File: src/inc/acs_regs.svh
`ifndef ACS_REGS_SVH
`define ACS_REGS_SVH

// ********************************************************
// register indices (byte address is four times the index)
// ********************************************************
`define ACS_IDX_SLOT_ONE 8'h91
`define ACS_IDX_SLOT_TWO 8'h92
`define ACS_IDX_ROUTE 8'hF0

// ********************************************************
// reset values
// ********************************************************
`define ACS_RST_SLOT_ONE 16'h0001
`define ACS_RST_SLOT_TWO 16'h0002

// ********************************************************
// field positions and masks
// ********************************************************
`define ACS_INCL_BIT 15
`define ACS_GAIN_HI 14
`define ACS_GAIN_LO 13
`define ACS_NEG_BIT 4
`define ACS_POS_HI 3
`define ACS_POS_LO 0
`define ACS_CFG_WMASK 16'hE01F
`define ACS_EXT_TOP 4'h7

// ********************************************************
// bus encodings
// ********************************************************
`define ACS_HSIZE_WORD 3'h2
`define ACS_HRESP_OKAY 1'b0

`endif

File: src/inc/acs_pkg.sv
package acs_pkg;

	// converter gain after folding of the duplicate code
	typedef enum logic [1:0] {
		GAIN_X1 = 2'b00,
		GAIN_X2 = 2'b01,
		GAIN_X4 = 2'b10
	} acs_gain_t;

	// source on the converter positive input
	typedef enum logic [3:0] {
		SRC_EXTERNAL = 4'b0000,
		SRC_TEMP_SENSOR = 4'b0001,
		SRC_GROUND_SHORT = 4'b0010,
		SRC_TEST_DAC = 4'b0011,
		SRC_ANALOG_SUPPLY_DIV4 = 4'b0100,
		SRC_IO_SUPPLY_DIV4 = 4'b0101,
		SRC_CORE_SUPPLY_DIV2 = 4'b0110,
		SRC_ANALOG_POWER_DIV103 = 4'b0111,
		SRC_DIGITAL_POWER_DIV103 = 4'b1000
	} acs_src_t;

	// source on the converter negative input
	typedef enum logic [1:0] {
		NEG_GROUND = 2'b00,
		NEG_EXT_SEVEN = 2'b01,
		NEG_AUTO = 2'b10
	} acs_neg_t;

	// bus slave states
	typedef enum logic [1:0] {
		BUS_IDLE = 2'b00,
		BUS_WRITE = 2'b01,
		BUS_RDLOAD = 2'b10,
		BUS_RDDONE = 2'b11
	} acs_bus_t;

	// register selected by an address phase
	typedef enum logic [1:0] {
		SEL_NONE = 2'b00,
		SEL_SLOT_ONE = 2'b01,
		SEL_SLOT_TWO = 2'b10,
		SEL_ROUTE = 2'b11
	} acs_sel_t;

endpackage : acs_pkg

File: src/rtl/acs_slot_reg.sv
`timescale 1ns/1ps
`default_nettype none
`include "acs_regs.svh"

module acs_slot_reg #(
	parameter logic [15:0] RESET_VAL = `ACS_RST_SLOT_ONE
) (
	// clock and reset
	input wire logic hclk,
	input wire logic hresetn,
	// write strobe with data
	input wire logic wr_en,
	input wire logic [15:0] wr_data,
	// stored configuration
	output logic [15:0] cfg
);

	logic [15:0] cfg_ff;

	// ********************************************************
	// storage, reserved bits never take a written one
	// ********************************************************
	always_ff @(posedge hclk or negedge hresetn) begin
		if (!hresetn) begin
			cfg_ff <= RESET_VAL & `ACS_CFG_WMASK;
		end else if (wr_en) begin
			cfg_ff <= wr_data & `ACS_CFG_WMASK;
		end
	end

	assign cfg = cfg_ff;

endmodule : acs_slot_reg

`default_nettype wire

File: src/rtl/acs_route_dec.sv
`timescale 1ns/1ps
`default_nettype none
`include "acs_regs.svh"

module acs_route_dec import acs_pkg::*; (
	// stored configuration of one slot
	input wire logic [15:0] cfg,
	// decoded routing
	output logic slot_include,
	output acs_gain_t gain,
	output logic [7:0] ext_onehot,
	output acs_src_t src,
	output acs_neg_t neg
);

	logic [3:0] pos;

	assign pos = cfg[`ACS_POS_HI:`ACS_POS_LO];
	assign slot_include = cfg[`ACS_INCL_BIT];

	// gain code, both upper codes give four
	always_comb begin
		case (cfg[`ACS_GAIN_HI:`ACS_GAIN_LO])
			2'b00: gain = GAIN_X1;
			2'b01: gain = GAIN_X2;
			default: gain = GAIN_X4;
		endcase
	end

	// positive source, internal codes force the negative input
	always_comb begin
		ext_onehot = 8'h00;
		src = SRC_EXTERNAL;
		neg = cfg[`ACS_NEG_BIT] ? NEG_EXT_SEVEN : NEG_GROUND;
		if (pos <= `ACS_EXT_TOP) begin
			ext_onehot[pos[2:0]] = 1'b1;
		end else begin
			neg = NEG_AUTO;
			case (pos)
				4'h8: src = SRC_TEMP_SENSOR;
				4'h9: src = SRC_GROUND_SHORT;
				4'hA: src = SRC_TEST_DAC;
				4'hB: src = SRC_ANALOG_SUPPLY_DIV4;
				4'hC: src = SRC_IO_SUPPLY_DIV4;
				4'hD: src = SRC_CORE_SUPPLY_DIV2;
				4'hE: src = SRC_ANALOG_POWER_DIV103;
				default: src = SRC_DIGITAL_POWER_DIV103;
			endcase
		end
	end

endmodule : acs_route_dec

`default_nettype wire

File: src/rtl/acs_slot_cfg.sv
// Our own choice: the AHB-Lite interface to the registers.
`timescale 1ns/1ps
`default_nettype none
`include "acs_regs.svh"

module acs_slot_cfg import acs_pkg::*; #(
	parameter int ADDR_W = 12
) (
	// clock and reset
	input wire logic hclk,
	input wire logic hresetn,
	// ahb-lite slave
	input wire logic hsel,
	input wire logic [ADDR_W-1:0] haddr,
	input wire logic [1:0] htrans,
	input wire logic hwrite,
	input wire logic [2:0] hsize,
	input wire logic [31:0] hwdata,
	input wire logic hready,
	output logic [31:0] hrdata,
	output logic hreadyout,
	output logic hresp,
	// slot one routing to the converter
	output logic slot_one_include,
	output acs_gain_t slot_one_gain_select,
	output logic [3:0] slot_one_pos_input_select,
	output acs_neg_t slot_one_neg_input_select,
	output logic [7:0] slot_one_ext_enable,
	output acs_src_t slot_one_int_source,
	// slot two routing to the converter
	output logic slot_two_include,
	output acs_gain_t slot_two_gain_select,
	output logic [3:0] slot_two_pos_input_select,
	output acs_neg_t slot_two_neg_input_select,
	output logic [7:0] slot_two_ext_enable,
	output acs_src_t slot_two_int_source
);

	localparam int NSLOT = 2;
	localparam logic [15:0] SLOT_RST [NSLOT] = '{
		`ACS_RST_SLOT_ONE, `ACS_RST_SLOT_TWO};

	// ********************************************************
	// elaboration check
	// ********************************************************
	generate
		if (ADDR_W < 10) begin : g_bad_width
			$error("address width too small for the register map");
		end
	endgenerate

	// ********************************************************
	// address decoding
	// ********************************************************
	function automatic acs_sel_t reg_sel(
		input logic [ADDR_W-1:0] a
	);
		logic [ADDR_W-3:0] idx;
		idx = a[ADDR_W-1:2];
		if (a[1:0] != 2'b00) begin
			reg_sel = SEL_NONE;
		end else if (idx == (ADDR_W-2)'(`ACS_IDX_SLOT_ONE)) begin
			reg_sel = SEL_SLOT_ONE;
		end else if (idx == (ADDR_W-2)'(`ACS_IDX_SLOT_TWO)) begin
			reg_sel = SEL_SLOT_TWO;
		end else if (idx == (ADDR_W-2)'(`ACS_IDX_ROUTE)) begin
			reg_sel = SEL_ROUTE;
		end else begin
			reg_sel = SEL_NONE;
		end
	endfunction : reg_sel

	// ********************************************************
	// bus slave state
	// ********************************************************
	acs_bus_t bus_ff;
	acs_bus_t nxt_bus;
	acs_sel_t sel_ff;
	logic size_ok_ff;
	logic accept;
	logic [31:0] hrdata_ff;
	logic [15:0] rd_word;

	// a transfer is taken when selected, active and the bus is ready
	assign accept = hsel && htrans[1] && hready;

	// next bus state, reads wait one cycle to sample fresh state
	always_comb begin
		nxt_bus = BUS_IDLE;
		case (bus_ff)
			BUS_RDLOAD: begin
				nxt_bus = BUS_RDDONE;
			end
			default: begin
				if (accept) begin
					nxt_bus = hwrite ? BUS_WRITE : BUS_RDLOAD;
				end
			end
		endcase
	end

	// state register
	always_ff @(posedge hclk or negedge hresetn) begin
		if (!hresetn) begin
			bus_ff <= BUS_IDLE;
		end else begin
			bus_ff <= nxt_bus;
		end
	end

	// address phase capture
	always_ff @(posedge hclk or negedge hresetn) begin
		if (!hresetn) begin
			sel_ff <= SEL_NONE;
			size_ok_ff <= 1'b0;
		end else if (accept) begin
			sel_ff <= reg_sel(haddr);
			size_ok_ff <= (hsize == `ACS_HSIZE_WORD);
		end
	end

	// only the read load cycle stretches the data phase
	assign hreadyout = (bus_ff != BUS_RDLOAD);
	assign hresp = `ACS_HRESP_OKAY;

	// ********************************************************
	// configuration slots
	// ********************************************************
	logic [15:0] cfg [NSLOT];
	logic wr_slot [NSLOT];
	logic incl [NSLOT];
	acs_gain_t gain [NSLOT];
	logic [7:0] ext [NSLOT];
	acs_src_t src [NSLOT];
	acs_neg_t neg [NSLOT];

	genvar gi;
	generate
		for (gi = 0; gi < NSLOT; gi++) begin : g_slot
			// write lands in the data phase of a word write
			assign wr_slot[gi] = (bus_ff == BUS_WRITE) && size_ok_ff &&
				(sel_ff == acs_sel_t'(2'(gi + 1)));

			acs_slot_reg #(
				.RESET_VAL(SLOT_RST[gi])
			) u_reg (
				.hclk(hclk),
				.hresetn(hresetn),
				.wr_en(wr_slot[gi]),
				.wr_data(hwdata[15:0]),
				.cfg(cfg[gi])
			);

			acs_route_dec u_dec (
				.cfg(cfg[gi]),
				.slot_include(incl[gi]),
				.gain(gain[gi]),
				.ext_onehot(ext[gi]),
				.src(src[gi]),
				.neg(neg[gi])
			);
		end
	endgenerate

	// ********************************************************
	// routing outputs
	// ********************************************************
	logic incl_ff [NSLOT];
	acs_gain_t gain_ff [NSLOT];
	logic [3:0] pos_ff [NSLOT];
	acs_neg_t neg_ff [NSLOT];
	logic [7:0] ext_ff [NSLOT];
	acs_src_t src_ff [NSLOT];

	// routing follows the stored configuration one cycle later
	always_ff @(posedge hclk or negedge hresetn) begin
		if (!hresetn) begin
			for (int i = 0; i < NSLOT; i++) begin
				incl_ff[i] <= SLOT_RST[i][`ACS_INCL_BIT];
				gain_ff[i] <= GAIN_X1;
				pos_ff[i] <= SLOT_RST[i][`ACS_POS_HI:`ACS_POS_LO];
				neg_ff[i] <= NEG_GROUND;
				ext_ff[i] <= 8'h01 << SLOT_RST[i][2:0]; // match reset code
				src_ff[i] <= SRC_EXTERNAL;
			end
		end else begin
			for (int i = 0; i < NSLOT; i++) begin
				incl_ff[i] <= incl[i];
				gain_ff[i] <= gain[i];
				pos_ff[i] <= cfg[i][`ACS_POS_HI:`ACS_POS_LO];
				neg_ff[i] <= neg[i];
				ext_ff[i] <= ext[i];
				src_ff[i] <= src[i];
			end
		end
	end

	assign slot_one_include = incl_ff[0];
	assign slot_one_gain_select = gain_ff[0];
	assign slot_one_pos_input_select = pos_ff[0];
	assign slot_one_neg_input_select = neg_ff[0];
	assign slot_one_ext_enable = ext_ff[0];
	assign slot_one_int_source = src_ff[0];
	assign slot_two_include = incl_ff[1];
	assign slot_two_gain_select = gain_ff[1];
	assign slot_two_pos_input_select = pos_ff[1];
	assign slot_two_neg_input_select = neg_ff[1];
	assign slot_two_ext_enable = ext_ff[1];
	assign slot_two_int_source = src_ff[1];

	// ********************************************************
	// read path
	// ********************************************************
	logic [2:0] ext_num;

	// index of the routed external input of slot one
	always_comb begin
		ext_num = 3'h0;
		for (int i = 0; i < 8; i++) begin
			if (ext_ff[0][i]) begin
				ext_num = 3'(i);
			end
		end
	end

	// read word, reserved bits come back as zero
	always_comb begin
		rd_word = 16'h0000;
		if (sel_ff == SEL_SLOT_ONE) begin
			rd_word = cfg[0];
		end else if (sel_ff == SEL_SLOT_TWO) begin
			rd_word = cfg[1];
		end else if (sel_ff == SEL_ROUTE) begin
			rd_word[15] = incl_ff[0];
			rd_word[14:13] = gain_ff[0];
			rd_word[11:8] = src_ff[0];
			rd_word[5:4] = neg_ff[0];
			rd_word[3] = |ext_ff[0];
			rd_word[2:0] = ext_num;
		end
	end

	// read data is loaded in the stretched cycle and held after
	always_ff @(posedge hclk or negedge hresetn) begin
		if (!hresetn) begin
			hrdata_ff <= 32'h00000000;
		end else if (bus_ff == BUS_RDLOAD) begin
			hrdata_ff <= {16'h0000, rd_word};
		end
	end

	assign hrdata = hrdata_ff;

endmodule : acs_slot_cfg

`default_nettype wire

File: config.mk
export PLATFORM = sky130hd
export DESIGN_NAME = acs_slot_cfg
export DESIGN_NICKNAME = d
export VERILOG_FILES = /design/src/inc/acs_pkg.sv /design/src/rtl/acs_slot_reg.sv /design/src/rtl/acs_route_dec.sv /design/src/rtl/acs_slot_cfg.sv
export VERILOG_INCLUDE_DIRS = /design/src /design/src/inc
export SDC_FILE = /design/constraint.sdc
export NUM_CORES = 1
export LEC_CHECK = 0
export BUFFER_PORTS_ARGS = -buffer_cell sky130_fd_sc_hd__clkbuf_2
export CORE_AREA = 2 2 95 97
export CTS_BUF_LIST = sky130_fd_sc_hd__clkbuf_16
export CTS_CLUSTER_DIAMETER = 60
export CTS_CLUSTER_SIZE = 10
export DETAILED_ROUTE_END_ITERATION = 12
export DIE_AREA = 0 0 97 99
export PLACE_DENSITY = 0.69
export SYNTH_ARGS = -nofsm -noshare
export SYNTH_HDL_FRONTEND = slang
export SYNTH_HIERARCHICAL = 1
export SYNTH_SLANG_ARGS = --single-unit
export TNS_END_PERCENT = 50
File: constraint.sdc
create_clock -name hclk -period 3.3 [get_ports hclk]
set_clock_uncertainty 0.2 [all_clocks]
set_input_delay 0.99 -clock hclk [delete_from_list [all_inputs] [get_ports hclk]]
set_output_delay 0.99 -clock hclk [all_outputs]
set_load 0.01 [all_outputs]
==> impl_metrics.json <==
{
  "clkLatencyLatePin_ps": 320,
  "wl_per_cell_um": 14.99,
  "critPathMaxFanout": 19,
  "syn_area_sq_mm": 0.003542,
  "cts_tree": "yes",
  "cap_violations": 0,
  "ant_nets": 0,
  "antenna_found_initial": 0,
  "postSynth.asyncResetShare_pct": 100.0,
  "drt_pass1_iterations": 4,
  "drv_slew": 0,
  "slowest_delay_ps": 380,
  "core_area_sq_mm": 0.008551,
  "fin_crit_sh_pct": 78.88,
  "cts.root.buffer_cell": "clkbuf_16",
  "worst_slack_ps": 697.0,
  "placement.io_buffers": 87,
  "clk_pin_slew_ps": 60,
  "rsz0062_at_grt": "no",
  "fill_cells": 775,
  "arrival_ps": 1410,
  "syn_avg_cell_area_sq_um": 12.05,
  "worstRegToRegCells": 3,
  "crit_buf_inv": 2,
  "ys_top_cells_by_count": "dfrtp_1, buf_4, nor2_1",
  "crit_path_start_kind": "flip-flop",
  "leakage_uw": 0.002136,
  "yosysMostFrequentCell": "dfrtp_1",
  "nets": 428,
  "cts_buffer_depth": 2,
  "cp_top_family": "buffers and inverters",
  "synth.distinct_cells": 36,
  "cts.sinks": 79,
  "die_h_um": 99,
  "yosys_warnings": 6,
  "start_util_pct": 41.43,
  "seq_area_frac_synth_pct": 56.02,
  "worstHoldPathCells": 0,
  "worst_hold_slack_ps": 211.7,
  "irDropWorstVdd_uv": 220.7,
  "post_route_cells_drive_above_1_share_pct": 39.05,
  "grt_usage_pct": 15.22,
  "tns_ps": 0,
  "worstPathCellList": "nor2b_1 -> inv_2 -> clkbuf_2",
  "hold_violations": 0,
  "grt-ovfl-total": 0,
  "grt_max_degree": 45,
  "power.total_uw": 2436,
  "syn_to_final_growth_pct": 17.13,
  "slew_headroom_pct": 56.78,
  "fmax_mhz": 384.2,
  "setup_viol": 0,
  "numCtsBuffers": 9,
  "dp_slack_ps": 954.6,
  "drt_iter0_drc": 30,
  "min_path_type": "flip-flop to flip-flop",
  "rows": 34,
  "period_minus_slack_ps": 2603,
  "p_per_area_mw_per_mm2": 587.2,
  "netlist.area_leader.share_pct": 51.57,
  "yosys.area.top_type": "dfrtp_1",
  "critPathSlowestCell": "dfrtp_1",
  "dr_total_vias": 2318,
  "cts_resized": 0,
  "worstMarginPinSlew_ps": 648.4,
  "place_hpwl_mm": 5.125,
  "criticalPathCategory": "flip-flop to primary output",
  "crit_required_ps": 2110,
  "final_util_pct": 48.52,
  "grt_pass1_vias": 2286,
  "path_depth": 3,
  "h-tree-depth": 3,
  "synthFlopType": "dfrtp_1",
  "chipWidth_um": 97,
  "ys_ff_latch": 79,
  "die_area_sq_mm": 0.009603,
  "antennaDiodeCount": 0,
  "postCtsSetupRepairBufs": 0,
  "grt_pass1_wl_mm": 11.59,
  "cts_hold_buf": 0,
  "ys_top_cells_by_area": "dfrtp_1, buf_4, mux2_4, dfstp_2, nor2_1",
  "pin_count": 130,
  "synth_edf_count": 0,
  "drc": 0,
  "outcome": "finished clean",
  "netlist_instances": 294,
  "wl_mm": 7.300,
  "gp_congestion": 0.7563,
  "viasPerCell": 4.760,
  "endpoint_kind": "primary output"
}
power by group:
part	total, uW	switching (uW)	leakage (uW)	internal [uW]
registers	1140	63.3	0.00104	1070
logic	422	243	0.000969	179
clock network	879	377	0.000128	502
total	2440	683	0.00214	1750
path summary, 6_finish.rpt:
| kind | startpoint | end | slack (ps) |
|---|---|---|---|
| worst min register to register | g_slot[0].u_reg/cfg[15]$_DFFE_PN0P_ | slot_one_include$_DFF_PN0_ | 210 |
| min in group asynchronous | hresetn | slot_two_ext_enable[1]$_DFF_PN0_ | 420 |
| worst max-delay path | bus_ff[1]$_DFF_PN0_ | hreadyout | 700 |
| worst min-delay path | g_slot[0].u_reg/cfg[15]$_DFFE_PN0P_ | slot_one_include$_DFF_PN0_ | 210 |
| worst max register to register | sel_ff[1]$_DFFE_PN0P_ | g_slot[1].u_reg/cfg[14]$_DFFE_PN0P_ | 980 |
| max in group asynchronous | hresetn | slot_two_ext_enable[2]$_DFF_PN1_ | 1850 |
layout make-up:
cell class	instances	area (sq um)	area share, %
clock buffer	9	225.2	5.428
sequential	79	1984	47.83
clock inverter	7	40.04	0.9650
tap	108	135.1	3.257
inverter	4	15.01	0.3619
multi-input combinational	188	1261	30.40
timing repair buffer	92	488.0	11.76
layer usage:
metal	vias up	part of all wire [%]	GRT usage, %
li1	1096	-	-
met1	1140	45	20.12
met2	74	49	25.05
met3	8	5.3	3.901
met4	0	0.79	4.225
met5	-	0	0
logic make-up (layout without fill, tap and decap cells):
family	after synthesis	count (layout)	share of synthesized area [%]
XOR/XNOR	2	2	0.4946
multiplexers	27	27	10.31
other	3	33	0.3179
flip-flops	79	79	56.02
AND/OR/NAND/NOR	93	93	12.57
buffers and inverters	57	112	11.62
AO/OA/AOI/OAI	33	33	8.655
registers in the layout, indices dropped and copies added, names as in the netlist, 4 cells and up:
register / count
g_slot.u_reg/cfg: 16
hrdata: 16
slot_one_ext_enable: 8
slot_two_ext_enable: 8
slot_one_int_source: 4
slot_one_pos_input_select: 4
slot_two_int_source: 4
slot_two_pos_input_select: 4
stage by stage:
| step | cells | cell area [sq um] |
|---|---|---|
| final | 487 | 4149 |
| after floorplan | 324 | 3655 |
| after CTS | 487 | 4149 |
| after global placement | 471 | 3884 |
| after detailed placement | 471 | 3884 |
| after global routing | 487 | 4149 |
cells in the final DEF, fill, tap and decap left out, types with 2 or more instances in the layout:
master / n
nor3_1: 9
a21oi_1: 5
buf_4: 5
o22a_1: 2
and2_1: 2
conb_1: 33
nor2b_1: 9
nor4_1: 4
mux2_2: 8
nand2_1: 16
clkinv_1: 2
inv_1: 4
dfrtp_1: 73
clkinvlp_4: 2
clkbuf_2: 86
o41ai_1: 2
mux2_4: 17
nor2_1: 39
clkbuf_16: 9
xor2_1: 2
dfstp_2: 6
nand2b_1: 8
a221oi_1: 6
mux2i_1: 2
a221oi_2: 8
o21ai_0: 5
No activity file was read; power rests on OpenSTA's default activity.
